`src/rtl/csp_defines.svh`:
```
// Purpose: constants for the core status and pointer control block
// Assumes: 8-bit special function register port, one clock
// Notes: offsets are register addresses on the internal register port
`ifndef CSP_DEFINES_SVH
`define CSP_DEFINES_SVH
`define CSP_ADDR_STATUS 8'hd0
`define CSP_ADDR_PTR_SEL 8'h92
`define CSP_ADDR_STEP_CTL 8'h93
`define CSP_ADDR_PTR0_LO 8'h82
`define CSP_ADDR_PTR0_HI 8'h83
`define CSP_ADDR_PTR1_LO 8'h84
`define CSP_ADDR_PTR1_HI 8'h85
`define CSP_STAT_CARRY 7
`define CSP_STAT_HALF 6
`define CSP_STAT_USER0 5
`define CSP_STAT_BANK_HI 4
`define CSP_STAT_BANK_LO 3
`define CSP_STAT_SIGNED 2
`define CSP_STAT_USER1 1
`define CSP_STAT_PARITY 0
`define CSP_CTL_NEXT 3
`define CSP_CTL_SIZE 2
`define CSP_CTL_DIR 1
`define CSP_CTL_EN 0
`define CSP_CTL_MASK 8'h0f
`define CSP_STAT_RESET 8'h00
`define CSP_CTL_RESET 4'h0
`define CSP_SEL_RESET 1'b0
`define CSP_PTR_RESET 16'h0000
`define CSP_RDATA_RESET 8'h00
`define CSP_STEP_SMALL 16'h0001
`define CSP_STEP_LARGE 16'h0002
`define CSP_BANK0_BASE 8'h00
`define CSP_BANK1_BASE 8'h08
`define CSP_BANK2_BASE 8'h10
`define CSP_BANK3_BASE 8'h18
`endif

```
`src/rtl/csp_pkg.sv`:
```
// Purpose: types for the core status and pointer control block
// Assumes: defines header included alongside
// Notes: flag update bundle comes from the execution unit
package csp_pkg;
  // ==========================================================
  // flag update request from the execution unit
  typedef struct packed {
    logic carryWe;
    logic carryVal;
    logic halfWe;
    logic halfVal;
    logic ovfWe;
    logic ovfVal;
  } csp_flag_upd_t;
  // per-pointer control copy
  typedef struct packed {
    logic nextSel;
    logic sizeTwo;
    logic dirDown;
    logic stepEn;
  } csp_step_ctl_t;
  typedef enum logic [1:0] {
    CSP_BANK0 = 2'b00,
    CSP_BANK1 = 2'b01,
    CSP_BANK2 = 2'b10,
    CSP_BANK3 = 2'b11
  } csp_bank_t;
endpackage : csp_pkg

```
`src/rtl/csp_arith_flags.sv`:
```
// Purpose: derive carry, half-carry and overflow from an add or subtract
// Assumes: operands are presented by the execution unit in the same cycle
// Notes: purely combinational helper
`timescale 1ns/1ps
module csp_arith_flags #(
  parameter int WIDTH = 8
) (
  input wire logic [WIDTH-1:0] opA,
  input wire logic [WIDTH-1:0] opB,
  input wire logic carryIn,
  input wire logic subtract,
  output logic carryOut,
  output logic halfOut,
  output logic ovfOut
);
  import csp_pkg::*;
  initial begin
    if (WIDTH != 8) $error("csp_arith_flags serves 8-bit operands only");
  end
  logic [WIDTH:0] full;
  logic [4:0] low;
  logic [WIDTH-1:0] lower7;
  logic c7In;
  // ==========================================================
  // carry chain pieces; subtract uses a-b-c with borrow flags
  always_comb begin
    if (subtract) begin
      full = {1'b0, opA} - {1'b0, opB} - {{WIDTH{1'b0}}, carryIn};
      low = {1'b0, opA[3:0]} - {1'b0, opB[3:0]} - {4'h0, carryIn};
      lower7 = {1'b0, opA[6:0]} - {1'b0, opB[6:0]} - {7'h00, carryIn};
    end else begin
      full = {1'b0, opA} + {1'b0, opB} + {{WIDTH{1'b0}}, carryIn};
      low = {1'b0, opA[3:0]} + {1'b0, opB[3:0]} + {4'h0, carryIn};
      lower7 = {1'b0, opA[6:0]} + {1'b0, opB[6:0]} + {7'h00, carryIn};
    end
    c7In = lower7[7];
  end
  assign carryOut = full[WIDTH];
  assign halfOut = low[4];
  assign ovfOut = c7In ^ full[WIDTH];
endmodule : csp_arith_flags

```
`src/rtl/csp_core_status.sv`:
```
// Purpose: status word, pointer select, pointer control and data pointers
// Assumes: register port and execution strobes synchronous to core_clk
// Notes: one write and one read per cycle on the register port
`timescale 1ns/1ps
`include "csp_defines.svh"
module csp_core_status #(
  parameter int PTR_WIDTH = 16
) (
  input wire logic core_clk,
  input wire logic arst_n,
  input wire logic [7:0] sfrAddr,
  input wire logic sfrWe,
  input wire logic [7:0] sfrWdata,
  input wire logic sfrRe,
  input wire logic [7:0] mainWorkReg,
  input wire logic [7:0] aluOpA,
  input wire logic [7:0] aluOpB,
  input wire logic aluSub,
  input wire logic aluUseCarry,
  input wire logic aluValid,
  input wire csp_pkg::csp_flag_upd_t flagUpd,
  input wire logic externalMoveDone,
  output logic [7:0] sfrRdata,
  output logic [7:0] statusWord,
  output logic activePointerBit,
  output logic [PTR_WIDTH-1:0] moveAddr,
  output logic [7:0] bankBase
);
  import csp_pkg::*;

  // ==========================================================
  // elaboration check
  // the byte lanes of the pointer registers assume two bytes each
  if (PTR_WIDTH != 16) begin : g_bad_ptr_width
    $error("csp_core_status needs 16-bit pointers");
  end

  // ==========================================================
  // local constants
  // two pointers, each with its own step control copy
  localparam int NUM_PTR = 2;
  localparam logic [PTR_WIDTH-1:0] STEP_ONE = `CSP_STEP_SMALL;
  localparam logic [PTR_WIDTH-1:0] STEP_TWO = `CSP_STEP_LARGE;

  // ==========================================================
  // state
  // status word, bit 0 is the registered parity copy
  logic [7:0] statusWord_reg;
  logic [7:0] statusWord_next;
  // which pointer is active
  logic activePointerBit_reg;
  logic activePointerBit_next;
  // per-pointer step control copies
  csp_step_ctl_t stepCtl_reg [NUM_PTR];
  csp_step_ctl_t stepCtl_next [NUM_PTR];
  // per-pointer address values
  logic [PTR_WIDTH-1:0] dataPtr_reg [NUM_PTR];
  logic [PTR_WIDTH-1:0] dataPtr_next [NUM_PTR];
  // registered copies behind the outputs
  logic [7:0] sfrRdata_reg;
  logic [7:0] sfrRdata_next;
  logic [PTR_WIDTH-1:0] moveAddr_reg;
  logic [PTR_WIDTH-1:0] moveAddr_next;
  logic [7:0] bankBase_reg;
  logic [7:0] bankBase_next;

  // ==========================================================
  // combinational helpers
  // flags computed from the operands of the current operation
  logic aluCarry;
  logic aluHalf;
  logic aluOvf;
  // parity of the work register as it stands now
  logic parityNow;
  // control copy, pointer and step of the active pointer
  csp_step_ctl_t curCtl;
  logic [PTR_WIDTH-1:0] curPtr;
  logic [PTR_WIDTH-1:0] stepAmt;
  logic [PTR_WIDTH-1:0] steppedPtr;
  // register port write decode
  logic wrStatus;
  logic wrSelect;
  logic wrStepCtl;
  logic [NUM_PTR-1:0] wrPtrLow;
  logic [NUM_PTR-1:0] wrPtrHigh;
  // bank field of the next status word
  csp_bank_t bankNext;

  // ==========================================================
  // register port write decode
  assign wrStatus = sfrWe && (sfrAddr == `CSP_ADDR_STATUS);
  assign wrSelect = sfrWe && (sfrAddr == `CSP_ADDR_PTR_SEL);
  assign wrStepCtl = sfrWe && (sfrAddr == `CSP_ADDR_STEP_CTL);
  // low byte and high byte of each pointer
  assign wrPtrLow[0] = sfrWe && (sfrAddr == `CSP_ADDR_PTR0_LO);
  assign wrPtrHigh[0] = sfrWe && (sfrAddr == `CSP_ADDR_PTR0_HI);
  assign wrPtrLow[1] = sfrWe && (sfrAddr == `CSP_ADDR_PTR1_LO);
  assign wrPtrHigh[1] = sfrWe && (sfrAddr == `CSP_ADDR_PTR1_HI);

  // ==========================================================
  // arithmetic flag helper
  // carry feeds back in only when the operation asks for it
  csp_arith_flags #(.WIDTH(8)) uFlags (
    .opA(aluOpA),
    .opB(aluOpB),
    .carryIn(aluUseCarry & statusWord_reg[`CSP_STAT_CARRY]),
    .subtract(aluSub),
    .carryOut(aluCarry),
    .halfOut(aluHalf),
    .ovfOut(aluOvf)
  );

  // ==========================================================
  // live parity, active control copy and step arithmetic
  assign parityNow = ^mainWorkReg;
  // the selected copy is the one seen by software and used for steps
  assign curCtl = stepCtl_reg[activePointerBit_reg];
  assign curPtr = dataPtr_reg[activePointerBit_reg];
  // size bit clear steps by one, set steps by two
  assign stepAmt = curCtl.sizeTwo ? STEP_TWO : STEP_ONE;
  // direction bit clear counts up, set counts down; wraps at the ends
  assign steppedPtr = curCtl.dirDown ? (curPtr - stepAmt) :
    (curPtr + stepAmt);

  // ==========================================================
  // status word
  // hardware flag updates win over a same-cycle software write
  always_comb begin
    statusWord_next = statusWord_reg;
    // software writes every bit but parity
    if (wrStatus) begin
      statusWord_next[7:1] = sfrWdata[7:1];
    end
    // an arithmetic result loads the three result flags
    if (aluValid) begin
      statusWord_next[`CSP_STAT_CARRY] = aluCarry;
      statusWord_next[`CSP_STAT_HALF] = aluHalf;
      statusWord_next[`CSP_STAT_SIGNED] = aluOvf;
    end
    // direct flag writes from boolean instructions come last
    if (flagUpd.carryWe) begin
      statusWord_next[`CSP_STAT_CARRY] = flagUpd.carryVal;
    end
    if (flagUpd.halfWe) begin
      statusWord_next[`CSP_STAT_HALF] = flagUpd.halfVal;
    end
    if (flagUpd.ovfWe) begin
      statusWord_next[`CSP_STAT_SIGNED] = flagUpd.ovfVal;
    end
    // parity never comes from the port, only from the work register
    statusWord_next[`CSP_STAT_PARITY] = parityNow;
  end

  // status word register
  always_ff @(posedge core_clk or negedge arst_n) begin
    if (!arst_n) begin
      statusWord_reg <= `CSP_STAT_RESET;
    end else begin
      statusWord_reg <= statusWord_next;
    end
  end

  // ==========================================================
  // pointer select
  // a finished move beats a same-cycle software write of the select
  always_comb begin
    activePointerBit_next = activePointerBit_reg;
    if (wrSelect) begin
      activePointerBit_next = sfrWdata[0];
    end
    // an equal next-select value reloads the same pointer: no switch
    if (externalMoveDone) begin
      activePointerBit_next = curCtl.nextSel;
    end
  end

  // pointer select register
  always_ff @(posedge core_clk or negedge arst_n) begin
    if (!arst_n) begin
      activePointerBit_reg <= `CSP_SEL_RESET;
    end else begin
      activePointerBit_reg <= activePointerBit_next;
    end
  end

  // ==========================================================
  // per-pointer control copy and pointer value
  for (genvar p = 0; p < NUM_PTR; p++) begin : g_ptr
    logic isActive;
    assign isActive = (activePointerBit_reg == 1'(p));

    // only the selected copy takes a port write
    always_comb begin
      stepCtl_next[p] = stepCtl_reg[p];
      if (wrStepCtl && isActive) begin
        stepCtl_next[p] = csp_step_ctl_t'(sfrWdata[3:0]);
      end
    end

    // byte writes, then the step after a move through this pointer
    always_comb begin
      dataPtr_next[p] = dataPtr_reg[p];
      if (wrPtrLow[p]) begin
        dataPtr_next[p][7:0] = sfrWdata;
      end
      if (wrPtrHigh[p]) begin
        dataPtr_next[p][15:8] = sfrWdata;
      end
      // the step uses the copy selected before the move switches
      if (externalMoveDone && isActive && curCtl.stepEn) begin
        dataPtr_next[p] = steppedPtr;
      end
    end

    // control copy and pointer registers
    always_ff @(posedge core_clk or negedge arst_n) begin
      if (!arst_n) begin
        stepCtl_reg[p] <= `CSP_CTL_RESET;
        dataPtr_reg[p] <= `CSP_PTR_RESET;
      end else begin
        stepCtl_reg[p] <= stepCtl_next[p];
        dataPtr_reg[p] <= dataPtr_next[p];
      end
    end
  end

  // ==========================================================
  // read data
  // held until the next read strobe; unmapped addresses read zero
  always_comb begin
    sfrRdata_next = sfrRdata_reg;
    if (sfrRe) begin
      case (sfrAddr)
        `CSP_ADDR_STATUS: begin
          sfrRdata_next = {statusWord_reg[7:1], parityNow};
        end
        `CSP_ADDR_PTR_SEL: begin
          sfrRdata_next = {7'h00, activePointerBit_reg};
        end
        `CSP_ADDR_STEP_CTL: begin
          sfrRdata_next = {4'h0, curCtl};
        end
        `CSP_ADDR_PTR0_LO: begin
          sfrRdata_next = dataPtr_reg[0][7:0];
        end
        `CSP_ADDR_PTR0_HI: begin
          sfrRdata_next = dataPtr_reg[0][15:8];
        end
        `CSP_ADDR_PTR1_LO: begin
          sfrRdata_next = dataPtr_reg[1][7:0];
        end
        `CSP_ADDR_PTR1_HI: begin
          sfrRdata_next = dataPtr_reg[1][15:8];
        end
        default: begin
          sfrRdata_next = `CSP_RDATA_RESET;
        end
      endcase
    end
  end

  // ==========================================================
  // move address and bank base
  // both follow the next state so they change on the same edge
  always_comb begin
    moveAddr_next = dataPtr_next[activePointerBit_next];
  end

  assign bankNext = csp_bank_t'(
    statusWord_next[`CSP_STAT_BANK_HI:`CSP_STAT_BANK_LO]);

  // eight working registers per bank, banks stacked upward
  always_comb begin
    case (bankNext)
      CSP_BANK0: bankBase_next = `CSP_BANK0_BASE;
      CSP_BANK1: bankBase_next = `CSP_BANK1_BASE;
      CSP_BANK2: bankBase_next = `CSP_BANK2_BASE;
      CSP_BANK3: bankBase_next = `CSP_BANK3_BASE;
      default: bankBase_next = `CSP_BANK0_BASE;
    endcase
  end

  // output registers
  always_ff @(posedge core_clk or negedge arst_n) begin
    if (!arst_n) begin
      sfrRdata_reg <= `CSP_RDATA_RESET;
      moveAddr_reg <= `CSP_PTR_RESET;
      bankBase_reg <= `CSP_BANK0_BASE;
    end else begin
      sfrRdata_reg <= sfrRdata_next;
      moveAddr_reg <= moveAddr_next;
      bankBase_reg <= bankBase_next;
    end
  end

  // ==========================================================
  // outputs, each straight from a flip-flop
  assign sfrRdata = sfrRdata_reg;
  assign statusWord = statusWord_reg;
  assign activePointerBit = activePointerBit_reg;
  assign moveAddr = moveAddr_reg;
  assign bankBase = bankBase_reg;

endmodule : csp_core_status

```
`config.mk`:
```
export PLATFORM = sky130hd
export DESIGN_NAME = csp_core_status
export DESIGN_NICKNAME = d
export VERILOG_FILES = /design/src/rtl/csp_pkg.sv /design/src/rtl/csp_arith_flags.sv /design/src/rtl/csp_core_status.sv
export VERILOG_INCLUDE_DIRS = /design/src /design/src/rtl
export SDC_FILE = /design/constraint.sdc
export NUM_CORES = 1
export LEC_CHECK = 0
export BUFFER_PORTS_ARGS = -buffer_cell sky130_fd_sc_hd__buf_4
export CAP_MARGIN = 20
export CORE_AREA = 8 8 112 114
export CTS_CLUSTER_DIAMETER = 100
export DETAILED_ROUTE_END_ITERATION = 8
export DIE_AREA = 0 0 120 122
export PLACE_DENSITY = 0.83
export SKIP_CTS_REPAIR_TIMING = 1
export SYNTH_ARGS = -nofsm -noshare
export SYNTH_HDL_FRONTEND = slang
export SYNTH_SLANG_ARGS = --single-unit
```
`constraint.sdc`:
```
create_clock -name core_clk -period 3.6 [get_ports core_clk]
set_clock_uncertainty 0.05 [all_clocks]
set_input_delay 0.36 -clock core_clk [delete_from_list [all_inputs] [get_ports core_clk]]
set_output_delay 0.36 -clock core_clk [all_outputs]
set_load 0.01 [all_outputs]
```
After elaboration in Yosys (flattened, before gate mapping)
Index checks and enable logic that the tools add are counted.
{"block": "totals", "reg_bits": 81, "word_cells": 98, "output_inout_bits": 41}
{"block": "classes", "n_lt_le_gt_ge": 2, "add_sub_neg": 14, "mux": 30, "n_reduce_logical": 18, "n_eq_ne": 10, "bitwise_logic": 5}
{"op": "two-way mux 16 bit", "count": 9}
{"op": "== test 8 bit (second input constant)", "count": 7}
{"op": "case mux 8 bit (7 select lines)", "count": 1}
{"op": "two-way mux 8 bit", "count": 5}
{"op": "case mux 8 bit (4 select lines)", "count": 1}
{"op": "adder 16 x 2 -> 16 bit", "count": 1}
{"op": "subtractor 16 x 2 -> 16 bit", "count": 1}
{"op": "logical AND 1 bit", "count": 13}
{"op": "two-way mux 4 bit", "count": 3}
{"op": "adder 8 x 8 -> 9 bit", "count": 1}
{"op": "adder 9 x 1 -> 9 bit", "count": 1}
{"op": "two-way mux 9 bit", "count": 1}
{"op": "nonzero test 3 bit", "count": 3}
{"op": "subtractor 8 x 8 -> 9 bit", "count": 1}
{"op": "subtractor 9 x 1 -> 9 bit", "count": 1}
{"op": "adder 7 x 7 -> 8 bit", "count": 1}
{"op": "adder 8 x 1 -> 8 bit", "count": 1}
{"op": "XOR reduction 8 bit", "count": 1}
{"op": "subtractor 7 x 7 -> 8 bit", "count": 1}
{"op": "subtractor 8 x 1 -> 8 bit", "count": 1}
{"op": "two-way mux 7 bit", "count": 1}
{"op": "two-way mux 1 bit", "count": 6}
{"op": "adder 4 x 4 -> 5 bit", "count": 1}
{"op": "adder 5 x 1 -> 5 bit", "count": 1}
{"op": "other kinds (12)", "count": 16}

Logic depth before layout (Yosys ltp)
Gate-level depths: netlist (run 1).
{"block": "depth", "word_depth": 11, "ltp_mapped": 14, "ltp_nobuf": 11}

By module
From an unflattened synthesis (run 1), not the netlist that was laid out.
{"block": "unflattened", "hier_cells": 559, "area_unflattened_um2": 5395.2}
{"mod": "csp_core_status", "cells_per_inst": 479, "instances": 1, "area_each_um2": 4792.1, "seq_area_each_um2": 1826.8}
{"mod": "csp_arith_flags", "cells_per_inst": 80, "instances": 1, "area_each_um2": 603.1, "seq_area_each_um2": 0.0}

Least setup slack after synthesis (run 1)
Ideal clock, no wire load.
{"block": "synth_path", "path_type": "register -> register", "start": "reg activePointerBit_reg, in the netlist activePointerBit", "end": "reg moveAddr_reg[12], in the netlist moveAddr[12]", "t_arrival_ps": 3564, "period_less_slack_ps": 3753, "setup_time_ps": 139, "stages_incl_launch_ff": 15, "slack_ps": -153, "required_time_ps": 3411, "n_path_buf": 3, "path_cell_list": "dfrtp_1 clkbuf_1 buf_1 buf_1 mux2i_1 ha_1 inv_1 fa_1 a211oi_1 o211a_1 o221ai_1 a21o_1 a21oi_1 xor2_1 o221ai_1"}
{"block": "synth_via", "elab_chain_len": 11, "elab_cells_between_ends": 24, "cone_classes": "add/sub (2); mux (15); bitwise (3); reduce/logical (4)"}
{"element": "from (decl)", "line_no": "csp_core_status.sv:51", "text": "logic activePointerBit_reg;"}
{"element": "from (signal assigned)", "line_no": "csp_core_status.sv:180", "text": "activePointerBit_reg <= `CSP_SEL_RESET;"}
{"element": "from (signal assigned)", "line_no": "csp_core_status.sv:182", "text": "activePointerBit_reg <= activePointerBit_next;"}
{"element": "inverter 1 -> 2 bit (implied by the code)", "line_no": "csp_core_status.sv:117, csp_core_status.sv:118"}
{"element": "two-way mux 4 bit (implied by the code) (3 in series)", "line_no": "csp_core_status.sv:117", "text": "assign curCtl = stepCtl_reg[activePointerBit_reg];"}
{"element": "two-way mux 2 bit", "line_no": "csp_core_status.sv:120", "text": "assign stepAmt = curCtl.sizeTwo ? STEP_TWO : STEP_ONE;"}
{"element": "adder 16 x 2 -> 16 bit or subtractor 16 x 2 -> 16 bit (tied branches)", "line_no": "csp_core_status.sv:123, csp_core_status.sv:122"}
{"element": "two-way mux 16 bit", "line_no": "csp_core_status.sv:122", "text": "assign steppedPtr = curCtl.dirDown ? (curPtr - stepAmt) :"}
{"element": "two-way mux 16 bit", "line_no": "csp_core_status.sv:210", "text": "if (externalMoveDone && isActive && curCtl.stepEn) begin"}
{"element": "two-way mux 16 bit (implied by the code) (*) (3 in series)", "line_no": "csp_core_status.sv:266", "text": "moveAddr_next = dataPtr_next[activePointerBit_next];"}
{"element": "via moveAddr_next[12]", "line_no": "csp_core_status.sv:63", "text": "logic [PTR_WIDTH-1:0] moveAddr_next;"}
{"element": "to (signal assigned)", "line_no": "csp_core_status.sv:287", "text": "moveAddr_reg <= `CSP_PTR_RESET;"}
{"element": "to (signal assigned)", "line_no": "csp_core_status.sv:291", "text": "moveAddr_reg <= moveAddr_next;"}
{"element": "to (decl)", "line_no": "csp_core_status.sv:62", "text": "logic [PTR_WIDTH-1:0] moveAddr_reg;"}
Mark *: on every way through the listed nets, which the timed path passes. The rest lies on a longest branch. The select of a mux whose other input is x is not followed.
A chain may end at the register's enable or synchronous reset.

==> impl_metrics.yaml, run 1 <==
synth:
  ys_seq_elements: 73
  post_synth_num_cell_types: 61
  async_flop_share: 1.00
  syn_area_um2: 5240
  synth_edf_count: 0
  synth_top_area_share: 0.349
  synthTopCellsByArea: "dfrtp_1, mux2_2, mux2i_1"
  synth.largest_area_cell: "dfrtp_1"
  syn_avg_cell_area_um2: 9.63
  synthCells: 544
  synth_warnings: 0
  synth_ff_type: "dfrtp_1"
  seq_area_frac_synth: 0.349
global_routing:
  antenna_found_initial: 0
  overflow: 0
  grt_pass1_wl_um: 24100
  grt_start_max_net_pins: 74
  grt_pass1_vias: 4670
  grtUsageTotal: 0.207
route:
  vias: 4559
  ant_nets: 0
  wl_per_cell_um: 19.3
  drc: 0
  wirelength_um: 15000
  firstDrtPassIters: 5
  drt-initial-drc-count: 361
  vias_per_cell: 5.87
power_and_ir_drop:
  internal_power_uw: 1730
  seqPwrFrac: 0.394
  swShare: 0.337
  peakVddDrop_mv: 0.383
  p_leak_uw: 0.00311
  clkPwrFrac: 0.278
  p_switching_uw: 881
  power_density_nw_per_um2: 417
  finalPower_uw: 2610
  pwr-share-comb: 0.328
flow_run:
  cap_viol_max_count: 0
timing:
  post-route-period-util: 0.936
  drv_slew: 0
  fmax_mhz: 297
  rsz0062_at_grt: "no"
  fin_tns_setup_ns: 0
  hold_viol_final: 0
  worst-slew-pin-transition_ns: 0.959
  slew_headroom: 0.359
  fin_crit_ns: 3.37
  setup_viol: 0
setup_path:
  critPathRequiredTime_ns: 3.72
  worstSetupPathType: "flop to flop"
  cp_num_buf_inv: 1
  r2r_end: "dataPtr_reg[30]$_DFF_PN0_"
  worstPathArrival_ns: 3.49
  crit_chain: "buf_4 -> mux2_2 -> ha_1 -> a211oi_1 -> o211a_1 -> o221ai_1 -> o221a_2 -> nor2_1 -> xor2_1 -> a21boi_0"
  rr_startpoint: "activePointerBit$_DFF_PN0_"
  crit_family: "compound AO/OA/AOI/OAI gates"
  crit_path_end_kind: "flop"
  cp_max_fo: 14
  cp_slowest_cell: "dfrtp_1"
  rrSetupSlack_ns: 0.23
  worst_r2r_path_depth: 10
  max_stage_delay_ns: 0.51
  worst_setup_path_start_kind: "flop"
worst_hold_path:
  hold_class: "input port to asynchronous set/reset pin"
clock_network:
  clock-sinks: 73
  numCtsBuffers: 9
  clockBufferDepth: 2
  cts_tree: "built"
  clkTransAtPathRegs_ns: 0.09
  htreeDepth: 3
  clock_latency_ns: 0.35
  cts_root_buffer: "clkbuf_8"
die:
  initial_core_util: 0.490
  pin_count: 95
  die-area_um2: 14600
  die_w_um: 120
  core_area_um2: 10700
  row_count: 38
  fp.dieH_um: 122
cells_and_area:
  final_cell_mix: "buf_4, dfrtp_1, mux2_2"
  area_growth_pct: 19.5
  num_antenna_cells: 0
  nNetsFinal: 723
  layout-drive-gt1-share: 0.273
  final_common_cell: "buf_4"
  largest_reg_flops: 32
placement:
  portBuffers: 88
  gp_congestion: 0.906
  place_hpwl_um: 11200
status:
  status: "finished clean"
cell families after synthesis:
group,after synthesis,share of synthesized area
xor gates and xnor gates,24,0.0401
muxes,95,0.193
DFF,73,0.349
and+or+nand+nor,122,0.121
AOI/OAI and AO/OA,133,0.157
buffers and inverters,59,0.0492
adders and majority gates,37,0.0898
other,1,0.000716
how the worst max path moves through the flow:
stage,slack (ns),end,cells after the start,startpoint
after detailed placement,0.23,moveAddr[15]$_DFF_PN0_,10,activePointerBit$_DFF_PN0_
after CTS,0.14,moveAddr[15]$_DFF_PN0_,10,activePointerBit$_DFF_PN0_
after global routing,0.02,dataPtr_reg[28]$_DFF_PN0_,10,activePointerBit$_DFF_PN0_
after global placement,0.31,moveAddr[15]$_DFF_PN0_,10,activePointerBit$_DFF_PN0_
final,0.23,dataPtr_reg[30]$_DFF_PN0_,10,activePointerBit$_DFF_PN0_
after floorplan,0.11,moveAddr[12]$_DFF_PN0_,14,activePointerBit$_DFF_PN0_
layout make-up:
class                           instances  area [µm²]
Timing Repair Buffer                   97         728
Clock inverter                          7        93.8
Sequential cell                        73        1830
Fill cell                             925        4440
Tap cell                              140         175
Multi-Input combinational cell        417        3180
Inverter                               34         128
Clock buffer                            9         124
synth_stat cells (13+ instances only):
library cell	instances
dfrtp_1	73
mux2_2	48
mux2i_1	47
nand2_1	47
a21oi_1	41
ha_1	36
inv_1	34
o21ai_0	27
nor2_1	26
o22ai_1	13
xnor2_1	13
metal layers:
layer / wire length, µm / part of all wire / vias up / GRT usage
met1: 6330 / 0.42 / 2198 / 0.257
met5: 0 / 0 / - / 0
met2: 7060 / 0.47 / 209 / 0.344
met4: 318 / 0.021 / 0 / 0.0718
li1: - / - / 2127 / -
met3: 1270 / 0.085 / 25 / 0.0541
power groups by stage:
stage | sequential (µW) | clock [µW] | combinational (µW)
final | 1030 | 726 | 857
after detailed placement | 1040 | 0 | 845
after global placement | 1040 | 0 | 813
after global routing | 1040 | 775 | 948
after floorplan | 1040 | 0 | 517
after CTS | 1030 | 733 | 853
metrics by stage:
step,hold slack (ns),setup slack (ns),utilization,cell area (µm²),std cells
finish,0.0926,0.231,0.585,6260,777
detailed placement,0.467,0.232,0.564,6030,761
global route,0.153,0.0196,0.585,6260,777
CTS,0.122,0.144,0.584,6250,777
floorplan,0.0144,0.112,-,5260,549
global placement,0.439,0.313,0.564,6030,761
No activity file was read; power rests on OpenSTA's default activity.
==> inputs of run 2 (changes only) <==
- CORE_AREA: 8 8 112 114 -> 8 8 111 113
- CTS_CLUSTER_DIAMETER: 100 -> unset
- DIE_AREA: 0 0 120 122 -> 0 0 119 121
- PLACE_DENSITY: 0.83 -> 0.84
- SKIP_CTS_REPAIR_TIMING: 1 -> unset
==> run 2 against run 1 <==
  * Cell count rose by 0.13%
  * Global-route usage grew 0.47 points
  * Count of clock-buffer cells in the layout unchanged
  * Critical endpoint is now moveAddr[15]$_DFF_PN0_
  * Hold slack worse by 0.025 ns
  * First-iteration DRC count decreased by 12%
  * Via count is 0.13% higher
  * Worst setup slack better by 0.011 ns
  * Clock power is 38% higher
  * Largest power group unchanged
==> impl_metrics.yaml, run 2 (same netlist as run 1, synthesis figures left out) <==
status:
  status: "finished clean"
die:
  die_w_um: 119
  core_area_um2: 10600
  pin_count: 95
  fp.dieH_um: 121
  row_count: 38
  die-area_um2: 14400
  initial_core_util: 0.494
clock_network:
  clockBufferDepth: 2
  numCtsBuffers: 9
  clock_latency_ns: 0.35
  hold_buffers: 0
  post_cts_buffers: 0
  htreeDepth: 3
  cts_root_buffer: "clkbuf_8"
  clkTransAtPathRegs_ns: 0.08
  cts_tree: "built"
  clock-sinks: 73
placement:
  place_hpwl_um: 11500
  portBuffers: 88
  gp_congestion: 0.934
  place_worst_setup_slack_ns: 0.177
setup_path:
  worst_r2r_path_depth: 10
  max_stage_delay_ns: 0.52
  cp_num_buf_inv: 2
  cp_num_cells: 10
  crit_end: "moveAddr[15]$_DFF_PN0_"
  worstPathArrival_ns: 3.52
  crit_family: "compound AO/OA/AOI/OAI gates"
  rrSetupSlack_ns: 0.24
  rr_startpoint: "activePointerBit$_DFF_PN0_"
  crit_chain: "buf_4 -> mux2_2 -> ha_1 -> o2111ai_1 -> a2111oi_1 -> buf_4 -> nor2_1 -> a311o_1 -> o31ai_1 -> o22ai_1"
  critPathRequiredTime_ns: 3.77
  worst_setup_path_start_kind: "flop"
  r2r_end: "moveAddr[15]$_DFF_PN0_"
  crit_top_cell: "buf_4"
  cp_slowest_cell: "dfrtp_2"
  crit_start: "activePointerBit$_DFF_PN0_"
  crit_path_end_kind: "flop"
  cp_max_fo: 12
  worstSetupPathType: "flop to flop"
timing:
  setup_viol: 0
  fin_tns_setup_ns: 0
  rsz0062_at_grt: "no"
  slew_headroom: 0.381
  setup_ws_ns: 0.242
  fin_crit_ns: 3.36
  fmax_mhz: 298
  worst-slew-pin-transition_ns: 0.928
  drv_slew: 0
  hold_viol_final: 0
  post-route-period-util: 0.933
route:
  wirelength_um: 15200
  ant_nets: 0
  firstDrtPassIters: 5
  vias: 4565
  vias_per_cell: 5.87
  drc: 0
  wl_per_cell_um: 19.6
  drt-initial-drc-count: 316
global_routing:
  grtUsageTotal: 0.212
  grt_pass1_wl_um: 24600
  grt_start_max_net_pins: 74
  overflow: 0
  grt_pass1_vias: 4835
  antenna_found_initial: 0
cells_and_area:
  final_common_cell: "buf_4"
  num_antenna_cells: 0
  fillers: 904
  largest_reg_flops: 32
  final_cell_mix: "buf_4, dfrtp_1, mux2_2"
  nNetsFinal: 724
  area_growth_pct: 21.6
  layout-drive-gt1-share: 0.277
power_and_ir_drop:
  power_density_nw_per_um2: 454
  swShare: 0.303
  peakVddDrop_mv: 0.261
  seqPwrFrac: 0.357
  internal_power_uw: 2020
  pwr-share-comb: 0.297
  p_switching_uw: 877
  p_leak_uw: 0.00316
  clkPwrFrac: 0.346
worst_hold_path:
  hold_class: "input port to asynchronous set/reset pin"
flow_run:
  cap_viol_max_count: 0
run 2: cell types whose count changed in the layout (fill, tap and decap cells not counted), sizes merged:
cell / change
bufinv: +4
clkinv: -2
clkinvlp: -2
buf: +1
run 2: worst min path at each step:
| stage | endpoint | startpoint | slack [ns] | depth (start not counted) |
|---|---|---|---|---|
| 3_3_place_gp | stepCtl_reg[3]$_DFFE_PN0P_ | stepCtl_reg[3]$_DFFE_PN0P_ | 0.43 | 1 |
| 4_1_cts | moveAddr[5]$_DFF_PN0_ | arst_n | 0.12 | 1 |
| 3_5_place_dp | stepCtl_reg[7]$_DFFE_PN0P_ | stepCtl_reg[7]$_DFFE_PN0P_ | 0.45 | 1 |
| 5_1_grt | moveAddr[5]$_DFF_PN0_ | arst_n | 0.14 | 1 |
| 6_report | moveAddr[5]$_DFF_PN0_ | arst_n | 0.07 | 1 |
| 2_1_floorplan | asynchronous set/reset pin | arst_n | 0.01 | 0 |
run 2: through the flow:
| step | instance area [µm²] | power, µW | utilization | hold WS (ns) | std cells |
|---|---|---|---|---|---|
| after CTS | 6350 | 2880 | 0.599 | 0.118 | 778 |
| after floorplan | 5260 | 1560 | - | 0.0144 | 549 |
| after global placement | 6040 | 1860 | 0.570 | 0.432 | 762 |
| after detailed placement | 6040 | 1890 | 0.570 | 0.451 | 762 |
| after global routing | 6370 | 3050 | 0.601 | 0.142 | 778 |
| final | 6370 | 2890 | 0.601 | 0.0671 | 778 |
run 2: power groups by stage:
| stage | Sequential, µW | Clock (µW) | Combinational, µW |
|---|---|---|---|
| after floorplan | 1040 | 0 | 517 |
| after global placement | 1040 | 0 | 816 |
| after detailed placement | 1040 | 0 | 844 |
| after CTS | 1030 | 1010 | 849 |
| after global routing | 1040 | 1050 | 955 |
| final | 1030 | 1000 | 859 |
run 2: worst reg2reg max path: cells and delay by family (launching register included):
| kind | cells | cell delay [ns] |
|---|---|---|
| fa+ha+maj | 1 | 0.35 |
| simple gates | 1 | 0.06 |
| buf+inv | 2 | 0.45 |
| compound gates | 5 | 1.42 |
| mux | 1 | 0.37 |
| flops | 1 | 0.52 |
run 2: routing by layer:
layer | up-vias | global-route usage | routed length [µm]
li1 | 2121 | - | -
met1 | 2185 | 0.253 | 6320
met2 | 224 | 0.359 | 7320
met3 | 35 | 0.0586 | 1220
met4 | 0 | 0.0783 | 367
met5 | - | 0 | 0
run 2: area by class of cell:
| cell class | instances | area (µm²) | area share |
|---|---|---|---|
| clock buffers | 9 | 124 | 0.0194 |
| clock inverters | 7 | 189 | 0.0297 |
| inverters | 34 | 128 | 0.0200 |
| multi-input cells | 417 | 3190 | 0.501 |
| flip-flops and latches | 73 | 1830 | 0.287 |
| well taps | 140 | 175 | 0.0275 |
| repair buffers | 98 | 736 | 0.115 |
run 2: repair_timing:
item                                    CTS  global route
resized for setup                         0             5
endpoints found under the setup margin    0            11
endpoints found under the hold margin     0             0
